$ cat config.mk
export PLATFORM = sky130hd
export DESIGN_NAME = sixteen_bit_timer_capture_compare
export DESIGN_NICKNAME = d
export VERILOG_FILES = /design/src/common/timer_pkg.sv /design/src/common/edge_if.sv /design/src/core/sixteen_bit_timer_capture_compare.sv /design/src/core/edge_detect.sv
export SDC_FILE = /design/constraint.sdc
export NUM_CORES = 1
export LEC_CHECK = 0
export ABC_AREA = 1
export BUFFER_PORTS_ARGS = -buffer_cell sky130_fd_sc_hd__buf_2
export CAP_MARGIN = 20
export CORE_MARGIN = 2
export CORE_UTILIZATION = 30
export CTS_CLUSTER_DIAMETER = 50
export CTS_CLUSTER_SIZE = 28
export DETAILED_ROUTE_END_ITERATION = 8
export PLACE_DENSITY = 0.54
export SETUP_SLACK_MARGIN = 0.3
export SYNTH_ARGS = -nofsm -noshare
export SYNTH_HDL_FRONTEND = slang
export SYNTH_HIERARCHICAL = 1
export SYNTH_SLANG_ARGS = --single-unit
$ cat constraint.sdc
create_clock -name mclk -period 1.9 [get_ports mclk]
set_input_delay 0.095 -clock mclk [delete_from_list [all_inputs] [get_ports mclk]]
set_output_delay 0.095 -clock mclk [all_outputs]
set_load 0.03 [all_outputs]
$ cat src/common/timer_pkg.sv
// constants for the 16-bit capture/compare timer and its bus registers
package timer_pkg;
  // register byte offsets on the bus
  localparam logic [7:0] OFS_MODE = 8'h00;
  localparam logic [7:0] OFS_CCTRL = 8'h04;
  localparam logic [7:0] OFS_OCTRL = 8'h08;
  localparam logic [7:0] OFS_PRESC = 8'h0C;
  localparam logic [7:0] OFS_COUNT = 8'h10;
  localparam logic [7:0] OFS_FIRST_CC = 8'h14;
  localparam logic [7:0] OFS_SECOND_CC = 8'h18;
  // mode_control_reg fields
  localparam int OVF_BIT = 0;
  localparam int MODE_LO = 2;
  localparam int MODE_HI = 3;
  // capture_compare_ctrl_reg fields
  localparam int FIRST_CAP_BIT = 0;
  localparam int FIRST_SRC_BIT = 1;
  localparam int SECOND_CAP_BIT = 2;
  // output_control_reg fields
  localparam int OUT_EN_BIT = 0;
  localparam int TOG1_BIT = 1;
  localparam int LVR_BIT = 2;
  localparam int LVS_BIT = 3;
  localparam int TOG2_BIT = 4;
  localparam int OS_EN_BIT = 5;
  localparam int OS_TRIG_BIT = 6;
  // prescaler_mode_reg fields
  localparam int PSEL_LO = 0;
  localparam int PSEL_HI = 1;
  localparam int ES1_LO = 4;
  localparam int ES1_HI = 5;
  localparam int ES2_LO = 6;
  localparam int ES2_HI = 7;
  // operating modes
  localparam logic [1:0] MODE_STOP = 2'h0;
  localparam logic [1:0] MODE_FREE = 2'h1;
  localparam logic [1:0] MODE_CLR_EDGE = 2'h2;
  localparam logic [1:0] MODE_CLR_MATCH = 2'h3;
  // output level preset codes {set, reset}
  localparam logic [1:0] LVL_KEEP = 2'h0;
  localparam logic [1:0] LVL_LOW = 2'h1;
  localparam logic [1:0] LVL_HIGH = 2'h2;
  // count clock selection
  localparam logic [1:0] PSEL_MCLK = 2'h0;
  localparam logic [1:0] PSEL_DIV4 = 2'h1;
  localparam logic [1:0] PSEL_DIV16 = 2'h2;
  localparam logic [1:0] PSEL_EXT = 2'h3;
  localparam logic [1:0] DIV4_LAST = 2'h3;
  localparam logic [3:0] DIV16_LAST = 4'hF;
  // edge selection codes
  localparam logic [1:0] EDGE_FALL = 2'h0;
  localparam logic [1:0] EDGE_RISE = 2'h1;
  localparam logic [1:0] EDGE_NONE = 2'h2;
  localparam logic [1:0] EDGE_BOTH = 2'h3;
  // counter limits
  localparam logic [15:0] CNT_MAX = 16'hFFFF;
  localparam logic [15:0] CNT_ZERO = 16'h0000;
endpackage

$ cat src/common/edge_if.sv
// carrier between the timer core and one input edge detector
interface edge_if;
  logic sample_en;
  logic run;
  logic [1:0] edge_sel;
  logic valid_edge;
  logic rev_edge;
  modport owner(output sample_en, output run, output edge_sel,
    input valid_edge, input rev_edge);
  modport det(input sample_en, input run, input edge_sel,
    output valid_edge, output rev_edge);
endinterface

$ cat src/core/sixteen_bit_timer_capture_compare.sv
// 16-bit timer with two capture/compare registers on a wishbone slave
module sixteen_bit_timer_capture_compare
  import timer_pkg::*;
(
  // clock and reset
  input wire logic mclk,
  input wire logic rst_b,
  // wishbone slave
  input wire logic wb_cyc_i,
  input wire logic wb_stb_i,
  input wire logic wb_we_i,
  input wire logic [7:0] wb_adr_i,
  input wire logic [3:0] wb_sel_i,
  input wire logic [31:0] wb_dat_i,
  output logic [31:0] wb_dat_o,
  output logic wb_ack_o,
  // trigger inputs and timer output
  input wire logic first_trigger_input,
  input wire logic second_trigger_input,
  output logic timer_output_pin,
  // match and capture events
  output logic first_match_irq,
  output logic second_match_irq
);
  function automatic logic [31:0] byte_merge(input logic [31:0] old,
    input logic [31:0] nw, input logic [3:0] sel);
    logic [31:0] res;
    res = old;
    for (int i = 0; i < 4; i++) begin
      if (sel[i]) res[8*i +: 8] = nw[8*i +: 8];
    end
    return res;
  endfunction

  logic [1:0] mode_r;
  logic ovf_r, ovf_hold_r;
  logic [2:0] cctrl_r;
  logic [5:0] octrl_r;
  logic [7:0] presc_r;
  logic [15:0] first_cc_r, second_cc_r, cnt_r, cnt_buf_r;
  logic [3:0] div_r;
  logic out_r, pin_r, ack_r, os_act_r;
  logic [31:0] dat_r;
  logic pend1_r, pend2_r, irq1_r, irq2_r;
  logic [15:0] cnt_nxt;
  logic out_nxt, ovf_nxt;

  edge_if e1();
  edge_if e2();

  edge_detect u_edge1 (
    .mclk(mclk),
    .rst_b(rst_b),
    .pin(first_trigger_input),
    .e(e1.det)
  );

  edge_detect u_edge2 (
    .mclk(mclk),
    .rst_b(rst_b),
    .pin(second_trigger_input),
    .e(e2.det)
  );

  // bus decode
  // taken only while ack is low, so one request per bus cycle
  wire acc = wb_cyc_i & wb_stb_i & ~ack_r;
  wire wr = acc & wb_we_i;
  wire hit_mode = wb_adr_i == OFS_MODE;
  wire hit_cctrl = wb_adr_i == OFS_CCTRL;
  wire hit_octrl = wb_adr_i == OFS_OCTRL;
  wire hit_presc = wb_adr_i == OFS_PRESC;
  wire hit_count = wb_adr_i == OFS_COUNT;
  wire hit_first = wb_adr_i == OFS_FIRST_CC;
  wire hit_second = wb_adr_i == OFS_SECOND_CC;

  wire [31:0] mode_rd = {28'h0000000, mode_r, 1'b0, ovf_r};
  wire [31:0] cctrl_rd = {29'h00000000, cctrl_r};
  wire [31:0] octrl_rd = {26'h0000000, octrl_r};
  wire [31:0] presc_rd = {24'h000000, presc_r};
  wire [31:0] count_rd = {16'h0000, cnt_buf_r};
  wire [31:0] first_rd = {16'h0000, first_cc_r};
  wire [31:0] second_rd = {16'h0000, second_cc_r};

  // unmapped offsets fall through to zero
  wire [31:0] rd_mux = hit_mode ? mode_rd :
                       hit_cctrl ? cctrl_rd :
                       hit_octrl ? octrl_rd :
                       hit_presc ? presc_rd :
                       hit_count ? count_rd :
                       hit_first ? first_rd :
                       hit_second ? second_rd : 32'h00000000;

  wire [31:0] mode_wd = byte_merge(mode_rd, wb_dat_i, wb_sel_i);
  wire [31:0] cctrl_wd = byte_merge(cctrl_rd, wb_dat_i, wb_sel_i);
  wire [31:0] octrl_wd = byte_merge(octrl_rd, wb_dat_i, wb_sel_i);
  wire [31:0] presc_wd = byte_merge(presc_rd, wb_dat_i, wb_sel_i);
  wire [31:0] first_wd = byte_merge(first_rd, wb_dat_i, wb_sel_i);
  wire [31:0] second_wd = byte_merge(second_rd, wb_dat_i, wb_sel_i);

  wire wr_mode = wr & hit_mode;
  wire wr_octrl = wr & hit_octrl;

  wire run = mode_r != MODE_STOP;
  wire [1:0] psel = presc_r[PSEL_HI:PSEL_LO];
  wire ext_clk = psel == PSEL_EXT;

  // prescaled count clock as a one-cycle enable
  wire pre_tick = (psel == PSEL_MCLK) |
                  ((psel == PSEL_DIV4) & (div_r[1:0] == DIV4_LAST)) |
                  ((psel == PSEL_DIV16) & (div_r == DIV16_LAST));
  // count source is either the prescaler or the first input's edge
  wire tick = ext_clk ? e1.valid_edge : pre_tick;

  assign e1.sample_en = ext_clk ? 1'b1 : pre_tick;
  assign e2.sample_en = ext_clk ? 1'b1 : pre_tick;
  assign e1.run = run;
  assign e2.run = run;
  assign e1.edge_sel = presc_r[ES1_HI:ES1_LO];
  assign e2.edge_sel = presc_r[ES2_HI:ES2_LO];

  wire in1_cap_ok = ~ext_clk;
  wire first_cap = cctrl_r[FIRST_CAP_BIT];
  wire first_src = cctrl_r[FIRST_SRC_BIT];
  wire second_cap = cctrl_r[SECOND_CAP_BIT];

  wire cap2 = run & second_cap & e1.valid_edge & in1_cap_ok;
  wire cap1 = run & first_cap &
              (first_src ? (e1.rev_edge & in1_cap_ok) : e2.valid_edge);
  wire ev1 = run & first_cap & (first_src ? e2.valid_edge : cap1);
  wire ev2 = cap2;

  // compare matches happen on the count enable
  wire m1 = run & tick & ~first_cap & (cnt_r == first_cc_r);
  wire m2 = run & tick & ~second_cap & (cnt_r == second_cc_r);

  wire os_ok = octrl_r[OS_EN_BIT] &
               ((mode_r == MODE_FREE) | (mode_r == MODE_CLR_EDGE));
  wire sw_trig = wr_octrl & octrl_wd[OS_TRIG_BIT] & os_ok;
  wire edge_trig = os_ok & (mode_r == MODE_CLR_EDGE) & e1.valid_edge;
  wire os_gate = ~os_ok | os_act_r;
  wire tog1 = m1 & octrl_r[TOG1_BIT] & os_gate;
  wire tog2 = m2 & octrl_r[TOG2_BIT] & os_gate;

  wire edge_clr = (mode_r == MODE_CLR_EDGE) & e1.valid_edge;
  wire match_clr = (mode_r == MODE_CLR_MATCH) & tick &
                   (cnt_r == first_cc_r);
  // a software one-shot trigger restarts the count in free-run and clear-on-edge modes
  wire cnt_clr = edge_clr | match_clr | sw_trig;

  wire ovf_set = run & tick & (cnt_r == CNT_MAX) & ~edge_clr & ~sw_trig;
  wire ovf_clr = wr_mode & ~mode_wd[OVF_BIT] & ~ovf_hold_r;

  wire [1:0] lvl = {octrl_wd[LVS_BIT], octrl_wd[LVR_BIT]};
  wire preset_ok = wr_octrl & (mode_r == MODE_STOP);

  always_comb begin
    cnt_nxt = cnt_r;
    if (!run) begin
      cnt_nxt = CNT_ZERO;
    end else if (cnt_clr) begin
      cnt_nxt = CNT_ZERO;
    end else if (tick) begin
      cnt_nxt = cnt_r + 16'h0001;
    end
  end

  always_comb begin
    out_nxt = out_r ^ tog1 ^ tog2;
    if (preset_ok) begin
      case (lvl)
        LVL_LOW: out_nxt = 1'b0;
        LVL_HIGH: out_nxt = 1'b1;
        default: out_nxt = out_r;
      endcase
    end
  end

  // set wins over a same-cycle clear
  assign ovf_nxt = ovf_set | (ovf_r & ~ovf_clr);

  // divider runs free, so the first prescaled tick may come early
  always_ff @(posedge mclk or negedge rst_b) begin
    if (!rst_b) begin
      cnt_r <= CNT_ZERO;
      cnt_buf_r <= CNT_ZERO;
      div_r <= 4'h0;
    end else begin
      cnt_r <= cnt_nxt;
      cnt_buf_r <= cnt_nxt;
      div_r <= div_r + 4'h1;
    end
  end

  // hold blocks a software clear until the next count tick
  always_ff @(posedge mclk or negedge rst_b) begin
    if (!rst_b) begin
      ovf_r <= 1'b0;
      ovf_hold_r <= 1'b0;
    end else begin
      ovf_r <= ovf_nxt;
      // hold until the counter moves past 0000
      ovf_hold_r <= ovf_set | (ovf_hold_r & ~(tick | ~run));
    end
  end

  always_ff @(posedge mclk or negedge rst_b) begin
    if (!rst_b) begin
      mode_r <= MODE_STOP;
      cctrl_r <= 3'h0;
      octrl_r <= 6'h00;
      presc_r <= 8'h00;
    end else begin
      if (wr_mode) mode_r <= mode_wd[MODE_HI:MODE_LO];
      if (wr & hit_cctrl) cctrl_r <= cctrl_wd[2:0];
      if (wr_octrl) begin
        octrl_r[OUT_EN_BIT] <= octrl_wd[OUT_EN_BIT];
        octrl_r[TOG1_BIT] <= octrl_wd[TOG1_BIT];
        octrl_r[TOG2_BIT] <= octrl_wd[TOG2_BIT];
        octrl_r[OS_EN_BIT] <= octrl_wd[OS_EN_BIT];
        if (mode_r == MODE_STOP) begin
          octrl_r[LVS_BIT] <= octrl_wd[LVS_BIT];
          octrl_r[LVR_BIT] <= octrl_wd[LVR_BIT];
        end
      end
      if (wr & hit_presc) presc_r <= presc_wd[7:0];
    end
  end

  // a read in the capture cycle sees the old value
  // capture beats bus write
  always_ff @(posedge mclk or negedge rst_b) begin
    if (!rst_b) begin
      first_cc_r <= CNT_ZERO;
      second_cc_r <= CNT_ZERO;
    end else begin
      if (cap1) begin
        first_cc_r <= cnt_r;
      end else if (wr & hit_first) begin
        first_cc_r <= first_wd[15:0];
      end
      if (cap2) begin
        second_cc_r <= cnt_r;
      end else if (wr & hit_second) begin
        second_cc_r <= second_wd[15:0];
      end
    end
  end

  // captured events wait for the next tick before they signal
  // interrupt at next count
  always_ff @(posedge mclk or negedge rst_b) begin
    if (!rst_b) begin
      pend1_r <= 1'b0;
      pend2_r <= 1'b0;
      irq1_r <= 1'b0;
      irq2_r <= 1'b0;
    end else begin
      pend1_r <= ev1 | (pend1_r & ~tick & run);
      pend2_r <= ev2 | (pend2_r & ~tick & run);
      irq1_r <= m1 | (pend1_r & tick);
      irq2_r <= m2 | (pend2_r & tick);
    end
  end

  always_ff @(posedge mclk or negedge rst_b) begin
    if (!rst_b) begin
      out_r <= 1'b0;
      pin_r <= 1'b0;
    end else begin
      out_r <= out_nxt;
      pin_r <= octrl_r[OUT_EN_BIT] & out_nxt;
    end
  end

  // window opens on a trigger and closes at the second match
  // one-shot active window
  always_ff @(posedge mclk or negedge rst_b) begin
    if (!rst_b) begin
      os_act_r <= 1'b0;
    end else if (!os_ok) begin
      os_act_r <= 1'b0;
    end else if (sw_trig | edge_trig) begin
      os_act_r <= 1'b1;
    end else if (m2) begin
      os_act_r <= 1'b0;
    end
  end

  // one-cycle ack; unmapped reads return zero, writes are dropped
  always_ff @(posedge mclk or negedge rst_b) begin
    if (!rst_b) begin
      ack_r <= 1'b0;
      dat_r <= 32'h00000000;
    end else begin
      ack_r <= acc;
      if (acc & ~wb_we_i) dat_r <= rd_mux;
    end
  end

  // every output leaves the block from a flip-flop
  assign wb_ack_o = ack_r;
  assign wb_dat_o = dat_r;
  assign timer_output_pin = pin_r;
  assign first_match_irq = irq1_r;
  assign second_match_irq = irq2_r;
endmodule

$ cat src/core/edge_detect.sv
// synchroniser, two-sample noise filter and edge selector for one input
module edge_detect
  import timer_pkg::*;
(
  // clock and reset
  input wire logic mclk,
  input wire logic rst_b,
  // pin and core side
  input wire logic pin,
  edge_if.det e
);
  logic s1_r, s2_r, samp_r, filt_r, seen_r, valid_r, rev_r;

  // filter keeps tracking once the timer has run at least once
  wire track = e.run | seen_r;
  wire agree = e.sample_en & track & (samp_r == s2_r);
  wire change = agree & (s2_r != filt_r);
  wire rise = change & s2_r;
  wire fall = change & ~s2_r;
  wire sel_hit = (e.edge_sel == EDGE_RISE) ? rise :
                 (e.edge_sel == EDGE_FALL) ? fall :
                 (e.edge_sel == EDGE_BOTH) ? (rise | fall) : 1'b0;
  wire sel_rev = (e.edge_sel == EDGE_RISE) ? fall :
                 (e.edge_sel == EDGE_FALL) ? rise : 1'b0;

  assign e.valid_edge = valid_r;
  assign e.rev_edge = rev_r;

  always_ff @(posedge mclk or negedge rst_b) begin
    if (!rst_b) begin
      s1_r <= 1'b0;
      s2_r <= 1'b0;
    end else begin
      s1_r <= pin;
      s2_r <= s1_r;
    end
  end

  always_ff @(posedge mclk or negedge rst_b) begin
    if (!rst_b) begin
      samp_r <= 1'b0;
      filt_r <= 1'b0;
    end else if (e.sample_en && track) begin
      samp_r <= s2_r;
      if (samp_r == s2_r) filt_r <= s2_r;
    end
  end

  // first start edge
  // filt_r starts low, so a high pin at first start reads as a rise
  always_ff @(posedge mclk or negedge rst_b) begin
    if (!rst_b) begin
      seen_r <= 1'b0;
      valid_r <= 1'b0;
      rev_r <= 1'b0;
    end else begin
      seen_r <= seen_r | e.run;
      valid_r <= e.run & sel_hit;
      rev_r <= e.run & sel_rev;
    end
  end
endmodule

== Yosys cells after proc, flatten, opt, wreduce, memory -nomap -nowiden ==
Cells that the tools add are included.
Storage, ports and cells
  output and inout bits: 36
  bits in registers: 126
  word-level logic and storage cells: 226
  input bits: 51
Operators by class
  bitwise operators: 100
  add/sub/neg operators: 2
  mux-type cells: 35
  equality and inequality tests: 29
  reduce and logical (&&, ||, !) cells: 25
Operator list (count)
  $mux 16: 14
  $and 1x1->1: 64
  $eq 16x16->1: 2
  $eq 8x5->1 const B: 3
  $reduce_and 2->1: 11
  $or 1x1->1: 18
  $mux 1: 17
  $add 16x1->16 const B: 1
  $eq 16x16->1 const B: 1
  $eq 2x2->1 const B: 8
  $eq 8x4->1 const B: 2
  $mux 8: 2
  $not 1->1: 16
  $reduce_bool 2->1: 7
  $eq 2x1->1 const B: 5
  $eq 8x3->1 const B: 1
  $logic_not 2->1: 4
  $logic_not 8->1: 1
  $mux 7: 1
  $add 4x1->4 const B: 1
  $eq 4x4->1 const B: 1
  $ne 3x1->1 const B: 1
  $ne 3x2->1 const B: 1
  $eq 1x1->1: 2
  other kinds (4): 7

== Logic depth before layout (Yosys ltp) ==
Gate-level depths: netlist (run 1).
  word-level depth: 14
  depth in mapped cells: 16
  gate-level depth less buffers: 15

== Hierarchy ==
Netlist (run 1), hierarchy kept.
Modules (own cells, without submodules)
  sixteen_bit_timer_capture_compare: times used 1, seq. area each 2427.3 µm², cells each 773, area each 5815.6 µm²
  edge_detect: times used 2, seq. area each 175.2 µm², cells each 37, area each 324.1 µm²

== Worst setup path after synthesis (run 1) ==
No wires, ideal clock.
  kind: reg2reg
  start: reg mode_r[0]
  end: reg second_cc_r[1]
  slack: 0.096 ns
  library setup time: 0.130 ns
  required time: 1.770 ns
  data arrival time: 1.674 ns
  period minus slack after synthesis: 1.804 ns
  stages on the path, launching flop included: 9
  path buffers: 1
  path through: dfrtp_1 -> inv_1 -> ha_1 -> inv_2 -> nand4_1 -> clkbuf_1 -> nand2_1 -> o211ai_1 -> o21ai_0
On the way
  cells in the longest elaborated chain, start to end: 6
  elaborated cells between the ends (all ways): 8
  classes of those cells: 1 x mux; 3 x bitwise; 4 x reduce/logical
Ends and longest elaborated chain
  start: declaration: RTL line sixteen_bit_timer_capture_compare.sv:35  | logic [1:0] mode_r;
  start signal: assignment: RTL line sixteen_bit_timer_capture_compare.sv:214  | if (wr_mode) mode_r <= mode_wd[MODE_HI:MODE_LO];
  $reduce_bool 2->1 *: RTL line sixteen_bit_timer_capture_compare.sv:104  | wire run = mode_r != MODE_STOP;
  via e1.run: RTL line edge_if.sv:4  | logic run;
  $and 1x1->1 * (3 in a row): RTL line sixteen_bit_timer_capture_compare.sv:127  | wire cap2 = run & second_cap & e1.valid_edge & in1_cap_ok;
  $reduce_bool 2->1 (no source line)
  $reduce_and 2->1 (no source line)
  end signal: assignment: RTL line sixteen_bit_timer_capture_compare.sv:243  | second_cc_r <= cnt_r;
  end signal: assignment: RTL line sixteen_bit_timer_capture_compare.sv:245  | second_cc_r <= second_wd[15:0];
  end: declaration: RTL line sixteen_bit_timer_capture_compare.sv:40  | logic [15:0] first_cc_r, second_cc_r, cnt_r, cnt_buf_r;
The timed path passes the listed nets; every way through them passes the cells marked *.
A chain may end at the register's enable or synchronous reset.

==> results, run 1 <==
- The cell area that synthesis handed to floorplanning was 0.00642 sq mm.
- The library cell appearing most often on the critical path is nand2_2.
- Of the cells placed in the final design, the portion with a size suffix greater than 1 is 34.4%.
- The data arrival time of the critical path is 2.08 ns.
- The slew of the pin with the lowest slew margin is 0.500 ns.
- Setup violations remaining at the end of the flow were counted as 0.
- The critical register-to-register path endpoint is cnt_buf_r[9].
- The deepest clock path buffer count is 2.
- Global routing used 17.7% of the available tracks across all layers.
- The path depth of the worst reg2reg path is 15.
- The area growth from synthesis to layout is 35.7%.
- The count of buffers from port buffering is 52.
- The die footprint is 0.0226 sq mm.
- The worst-case IR drop observed on VDD is 0.000369 V.
- Timing analysis after detailed placement gives a worst setup slack of -0.0275 ns.
- Across all register-to-register paths, the minimum setup slack is 0.08 ns.
- The number of optimization iterations in the first detailed-route pass is 8.
- The combined buffer and inverter count along the critical path is 4.
- Synthesis produced 842 cells.
- The wire length of the first global-routing pass is 30.4 mm.
- After detailed routing, the total wire length is 20.0 mm.
- The net switching power is 1.42 mW.
- The clock drives 110 sinks.
- The signal on the critical path passes through buf_6 > nand2_2 > nand2_2 > nor2_2 > nand2_2 > inv_1 > nand2_1 > nor2_1 > buf_4 > nand3_4 > nand2_4 > inv_8 > nand2_8 > a21oi_2 > o21a_1.
- The cell chosen for the clock root is clkbuf_16.
- The internal power of the cells totals 3.54 mW.
- The placer's final routability congestion estimate is 0.876.
- For this run, the top clock speed supported by timing is 549 MHz.
- Dividing the synthesized area by the synthesized cell count gives 7.63 sq um.
- The number of placed I/O pins is 87.
- Across the run, the number of max-cap violations was 0.
- The clock-pin slew of the registers on the worst-case setup and hold paths is 0.08 ns.
- The critical path capture point type is a flop.
- Summed over all cells, the static leakage comes to 4.28 nW.
- The top cell family by delay on the critical path is simple AND/OR/NAND/NOR gates.
- The critical path's slowest cell is dfrtp_2.
- Dividing total power by cell area gives a power density of 569 mW/mm^2.
- Sequential cells burn 49.8% of the power.
- The DRC marker count from the first detailed-route iteration is 380.
- The global-route congestion overflow total is 0.
- Along the worst path, the maximum fanout reaches 8.
- The repair_antennas step left the layout with diodes totalling 0.
- The largest net degree at the start of global routing is 45.
- The number of cells on the worst hold path is 3.
- Headroom to the max-slew limit came out at 66.3%.
- In this run the horizontal extent of the chip is 150 um.
- The H-tree generated during clock tree synthesis spans 3 levels.
- The post-route antenna net violation count is 0.
- The flow ran to the end, and the final reports show no timing, DRC or antenna violations.
- The hold-critical path endpoint is octrl_r[4].
- The startpoint identified for the worst hold timing path is wb_dat_i[4].
- The initial utilization of the core area, before any placement, comes to 30.5%.
- Buffers inserted during clock tree synthesis total 9.
- The worst setup path is launched from a flop.
- The largest single stage delay on the critical path is 0.44 ns.
- The floorplan has 53 rows.
- After layout, the worst setup slack is 0.0793 ns.
- In the final routed layout, each cell accounts on average for 15.6 um.
- The net count of the finished layout is 1,056.
- The portion of the clock cycle consumed by the worst path in the final layout is 95.8%.
- The hold violation total from the final report came to 0.
- Setup total negative slack on the finished layout was measured at 0 ns.
- The vias after detailed routing is 6,067.
- The clock period could shrink to 1.82 ns.
- The worst hold path belongs to the class in2reg.
- For this run, design rule violations remaining after detail routing come to 0.
- The kind of critical path is reg2reg.
- The number of antenna violations at the first check in global routing is 0.
- In this run the critical register-to-register path is launched from cnt_buf_r[0].
- The number of max-slew violations in the final report is 0.
- At the later pin of the worst-skew pair, clock insertion delay measures 0.37 ns.
- The part of the total power dissipated in combinational logic is 10.7%.
- The critical path required time is 2.16 ns.
- The placed wire-length estimate after detailed placement is 14.1 mm.
- The clock tree from TritonCTS is done.
- The via count of the first global-routing pass was 5,598.
- Clock skew on the completed layout was measured at 0.00916 ns.
- Setup repair after global routing could not meet its margin everywhere.
- The die is 150 um tall.
- The portion of total power attributed to the clock network is 39.5%.
- The Yosys step of the flow raised 6 warnings.
- Dividing the detail-routed via count by the number of cells gives 4.74.
- The switching share of power is 28.7%.
- The region available for standard cell placement spans 0.0210 sq mm.
==> cell type report <==
class                           instances  area, sq um
Multi-Input combinational cell        591         3490
Timing Repair Buffer                  171         1360
Clock buffer                            9          225
Tap cell                              275          344
Fill cell                            2141        12300
Clock inverter                          7         72.6
Sequential cell                       110         2760
Inverter                              116          465
==> flip-flops by register name, summed over array words and instances (netlist names), 2 cells and up <==
register and cells:
first_cc_r 16, octrl_r 6, cnt_buf_r 16, presc_r 8, second_cc_r 16, wb_dat_o 16
cctrl_r 3, div_r 4, mode_r 2
==> worst reg2reg max path, stage by stage, from the launching register on <==
cell and delay [ns]:
dfrtp_2 0.44, buf_6 0.13, nand2_2 0.06, nand2_2 0.06
nor2_2 0.10, nand2_2 0.08, inv_1 0.06, nand2_1 0.05
nor2_1 0.10, buf_4 0.14, nand3_4 0.06, nand2_4 0.12
inv_8 0.08, nand2_8 0.10, a21oi_2 0.04, o21a_1 0.09
==> power by group through the flow <==
| stage | Clock [mW] | Combinational (mW) | Sequential, mW |
|---|---|---|---|
| 2_1_floorplan | 0 | 0.330 | 2.52 |
| 3_3_place_gp | 0 | 0.495 | 2.51 |
| 3_5_place_dp | 0 | 0.500 | 2.52 |
| 4_1_cts | 2.04 | 0.516 | 2.47 |
| 5_1_grt | 2.11 | 0.600 | 2.48 |
| 6_report | 1.96 | 0.531 | 2.47 |
==> how the worst max path moves through the flow <==
stage                       start                to  cells past startpoint
floorplan                wb_ack_o      cnt_buf_r[9]                     13
global placement     cnt_buf_r[2]  timer_output_pin                     14
detailed placement       div_r[0]     cnt_buf_r[13]                     10
CTS                 cnt_buf_r[13]  timer_output_pin                     15
global route        cnt_buf_r[10]  timer_output_pin                     15
finish               cnt_buf_r[0]      cnt_buf_r[9]                     15
==> metal layers <==
layer | GRT usage [%] | part of all wire [%]
met4 | 4.91 | 2.3
met3 | 4.55 | 5.9
met2 | 28.5 | 47
met5 | 0 | 0
met1 | 23.6 | 45
==> per-stage QoR <==
| stage | std cells | area (sq um) | utilization [%] | total power [mW] | hold slack [ns] |
|---|---|---|---|---|---|
| global route | 1279 | 8720 | 41.5 | 5.19 | 0.00693 |
| floorplan | 857 | 6510 | - | 2.85 | -0.201 |
| global placement | 1213 | 7430 | 35.3 | 3.01 | 0.0504 |
| finish | 1279 | 8720 | 41.5 | 4.96 | 0.0253 |
| CTS | 1256 | 8140 | 38.7 | 5.03 | 0.0126 |
| detailed placement | 1213 | 7430 | 35.3 | 3.02 | 0.0588 |
==> placed cells by master (no fill, tap or decap), types with 5 or more instances in the layout <==
cell           count
nand2_1          216
dfrtp_1          101
inv_1             89
buf_4             89
o21ai_0           63
buf_2             51
nor2_1            32
nand2_2           31
o21ai_1           30
a21oi_1           21
inv_2             20
nand4_1           20
o22ai_1           18
conb_1            16
buf_6             16
nor2_2            14
nand3_1           14
nand2_4           12
o21ai_2           12
nand3_2           11
o211ai_1          11
clkbuf_16         10
dfrtp_2            9
buf_12             9
inv_8              8
nor2_4             8
xor2_1             7
nand2_8            6
dlygate4sd3_1      5
==> what timing repair did <==
item,4_1_cts,5_1_grt
endpoints found under the setup margin,62,65
cloned,1,1
buffers inserted,21,22
hold buffers,5,0
endpoints found under the hold margin,30,0
pin swaps,24,25
resized for setup,60,120
(Power assumes the default switching activity.)
==> run 2: changes to the inputs <==
--- a/config.mk
+++ b/config.mk
@@ -13,7 +13,7 @@
 export CTS_CLUSTER_DIAMETER = 50
 export CTS_CLUSTER_SIZE = 28
 export DETAILED_ROUTE_END_ITERATION = 8
-export PLACE_DENSITY = 0.54
+export PLACE_DENSITY = 0.52
 export SETUP_SLACK_MARGIN = 0.3
 export SYNTH_ARGS = -nofsm -noshare
 export SYNTH_HDL_FRONTEND = slang
==> constraint.sdc (replaced) <==
create_clock -name mclk -period 2.3 [get_ports mclk]
set_input_delay 0.115 -clock mclk [delete_from_list [all_inputs] [get_ports mclk]]
set_output_delay 0.115 -clock mclk [all_outputs]
set_load 0.03 [all_outputs]
==> run 2 against run 1 <==
Net effect: die area unchanged; clock-buffer cell count grew 1; via count fell by 6.9%; critical path depth fell by 6; clock skew increased by 0.0020 ns; total power fell by 19%; first-iteration DRC count fell by 19%; critical path type unchanged; critical endpoint is now cnt_buf_r[13]; highest routed layer unchanged.
==> results, run 2 (same netlist as run 1, synthesis figures left out) <==
- The run finished with clean final reports.
- The total design power is 3.99 mW.
- Input and output buffers added on the ports amount to 52.
- The largest net degree at the start of global routing is 51.
- The most common cell after layout, fill and taps aside is nand2_1.
- The routed layout has 5,646 vias.
- For flop-to-flop paths, the worst setup slack is 0.35 ns.
- The clock reaches the later pin of the worst-skew pair after 0.37 ns.
- After detailed placement, the total cell area comes to 0.00697 sq mm.
- For this design the ratio of total power to cell area is 529 mW/mm^2.
- The number of clock sinks seen by CTS is 110.
- The portion of the clock cycle consumed by the worst path in the final layout is 84.7%.
- The total length of routed met3 wires is 748 um.
- After detailed routing, the number of remaining DRC violations is 0.
- For the final database, setup skew stands at 0.0112 ns.
- The number of buffers added by the clock tree synthesis step is 9.
- Detailed placement finished with a half-perimeter wire length of 13.4 mm.
- The startpoint of the tightest hold check path is wb_dat_i[4].
- At the worst endpoint, the arrival time is 2.23 ns.
- The first global-routing pass estimated 28.7 mm of wire.
- STA classifies the critical path startpoint as a flop.
- The number of max-slew violations in the final report is 0.
- The hold violation total from the final report was 0.
- Leaving out fill and tap cells, the most frequent cells in the layout are 248 x nand2_1, 101 x dfrtp_1, 99 x inv_1, 86 x o21ai_0, 51 x buf_2.
- The via count of the first global-routing pass was 5,202.
- The number of antenna violations at the first check in global routing came to 0.
- At the placement stage, the worst setup path has a slack of 0.283 ns.
- The placer's final routability congestion estimate is 0.846.
- The deepest clock path buffer count is 2.
- Setup repair after global routing could not meet its margin everywhere.
- The height of the die is 150 um.
- The detail route stage leaves a number of antenna-violating nets equal to 0.
- The DRC marker count from the first detailed-route iteration is 307.
- In this run the worst path has a maximum fanout of 6.
- The path depth of the worst reg2reg path is 9.
- In the routed layout, each cell is associated on average with a via count of 4.71.
- The number of cells on the worst hold path is 3.
- The clock tree synthesis step divided the H-tree into 3 levels.
- The total negative setup slack is 0 ns.
- After the last flow step, the layout net total stands at 977.
- The area of the core is 0.0210 sq mm.
- The critical path required time is 2.58 ns.
- The met2 wire length is 8.43 mm.
- In the final routed layout, each cell accounts on average for 15.3 um.
- The clock-pin slew of the registers on the worst-case setup and hold paths is 0.07 ns.
- The routed metal-1 wirelength is 8.79 mm.
- Before antenna repair, the detailed router went through 6 iterations.
- The area taken by flip-flops and latches is 0.00276 sq mm.
- The total overflow left after global routing is 0.
- For this design the static power due to leakage is 3.72 nW.
- The die covers 0.0226 sq mm.
- Summed over all layers, the routed wires come to 18.3 mm.
- The timing-limited maximum frequency is 513 MHz.
- From synthesis to final layout, the design area changed by 17.6%.
- Of the cells placed in the final design, the portion with a size suffix greater than 1 is 20.5%.
- Summing all multi-input logic gate instances after layout gives 0.00312 sq mm.
- 87 I/O pins were placed.
- The number of max-cap violations is 0.
- TritonCTS built the clock tree.
- The final instance area is 0.00755 sq mm.
- Setup violations remaining at the end of the flow were counted as 0.
- The path with the worst hold slack has its endpoint at octrl_r[4].
- The worst hold-check path type is in2reg.
- The tree is rooted in a clkbuf_16.
- The worst-case IR drop observed on VDD is 0.000354 V.
- The critical register-to-register path endpoint is cnt_buf_r[13].
- In this run the core area contains 53 standard-cell rows.
- For this configuration, the core starts out at a cell density of 30.5%.
- The filler cells instantiated in the layout total 2,214.
- The repair_antennas step left the layout with diodes totalling 0.
- The total global-route track usage is 16.6%.
- The kind of critical path is reg2reg.
- The worst setup path is captured at a flop.
- The slew of the pin with the lowest slew margin is 0.924 ns.
- The die is 150 um wide.
- The uppermost signal routing layer after detailed routing is met4.
- The worst pin sits at a relative slew slack of 38.4%.
- Setup slack closes at 0.351 ns.
- The time the final worst path needs with I/O delays and setup is 1.95 ns.
- The source of the worst register-to-register timing path is div_r[0].
[run 2: layout make-up]
class                      instances  share of cell area, %
sequential                       110                   36.6
tap                              275                   4.56
multi-input combinational        592                   41.3
clock inverter                     6                  0.696
inverter                         116                   5.86
timing repair buffer              91                   8.00
clock buffer                      10                   3.03
[run 2: what timing repair did]
| action | in CTS | in global routing |
|---|---|---|
| hold buffers | 3 | 0 |
| gates resized for setup | 1 | 32 |
| setup buffers | 1 | 19 |
| endpoints found under the setup margin | 6 | 47 |
| gates cloned | 0 | 1 |
| pin swaps | 1 | 10 |
| endpoints found under the hold margin | 42 | 0 |
[run 2: worst max path at each step]
stage                                   to          from  slack [ns]
after global placement          ovf_hold_r  cnt_buf_r[1]        0.28
after global routing      timer_output_pin     mode_r[1]        0.22
after detailed placement             ovf_r  cnt_buf_r[0]        0.28
after floorplan             second_cc_r[1]     mode_r[0]        0.50
final                        cnt_buf_r[13]      div_r[0]        0.35
after CTS                       ovf_hold_r  cnt_buf_r[1]        0.29
[run 2: through the flow]
stage / std cells / hold slack [ns] / util (%)
after CTS: 1180 / 0.0172 / 34.7
final: 1200 / 0.0188 / 35.9
after floorplan: 857 / -0.181 / -
after detailed placement: 1160 / 0.156 / 33.1
after global routing: 1200 / 0.0330 / 35.9
after global placement: 1160 / 0.154 / 33.1
[run 2: power breakdown]
group	total, mW	leakage (nW)	switching, mW	internal (mW)
logic	0.409	2.21	0.279	0.130
registers	2.04	1.37	0.0434	2.00
clock network	1.55	0.137	0.787	0.758
[run 2: layer usage]
| layer | global-route usage, % | up-vias |
|---|---|---|
| met5 | 0 | - |
| met4 | 5.57 | 0 |
| met3 | 2.67 | 24 |
| met2 | 25.9 | 132 |
| met1 | 23.4 | 2633 |
| li1 | - | 2857 |
[run 2: worst max-delay path, stage by stage, from the launching register on]
cell      delay (ns)
dfrtp_1         0.40
ha_2            0.21
o21bai_1        0.22
nand3_4         0.16
nand2_4         0.15
inv_2           0.11
nor2_4          0.19
buf_12          0.13
nand2_1         0.11
o22ai_1         0.19
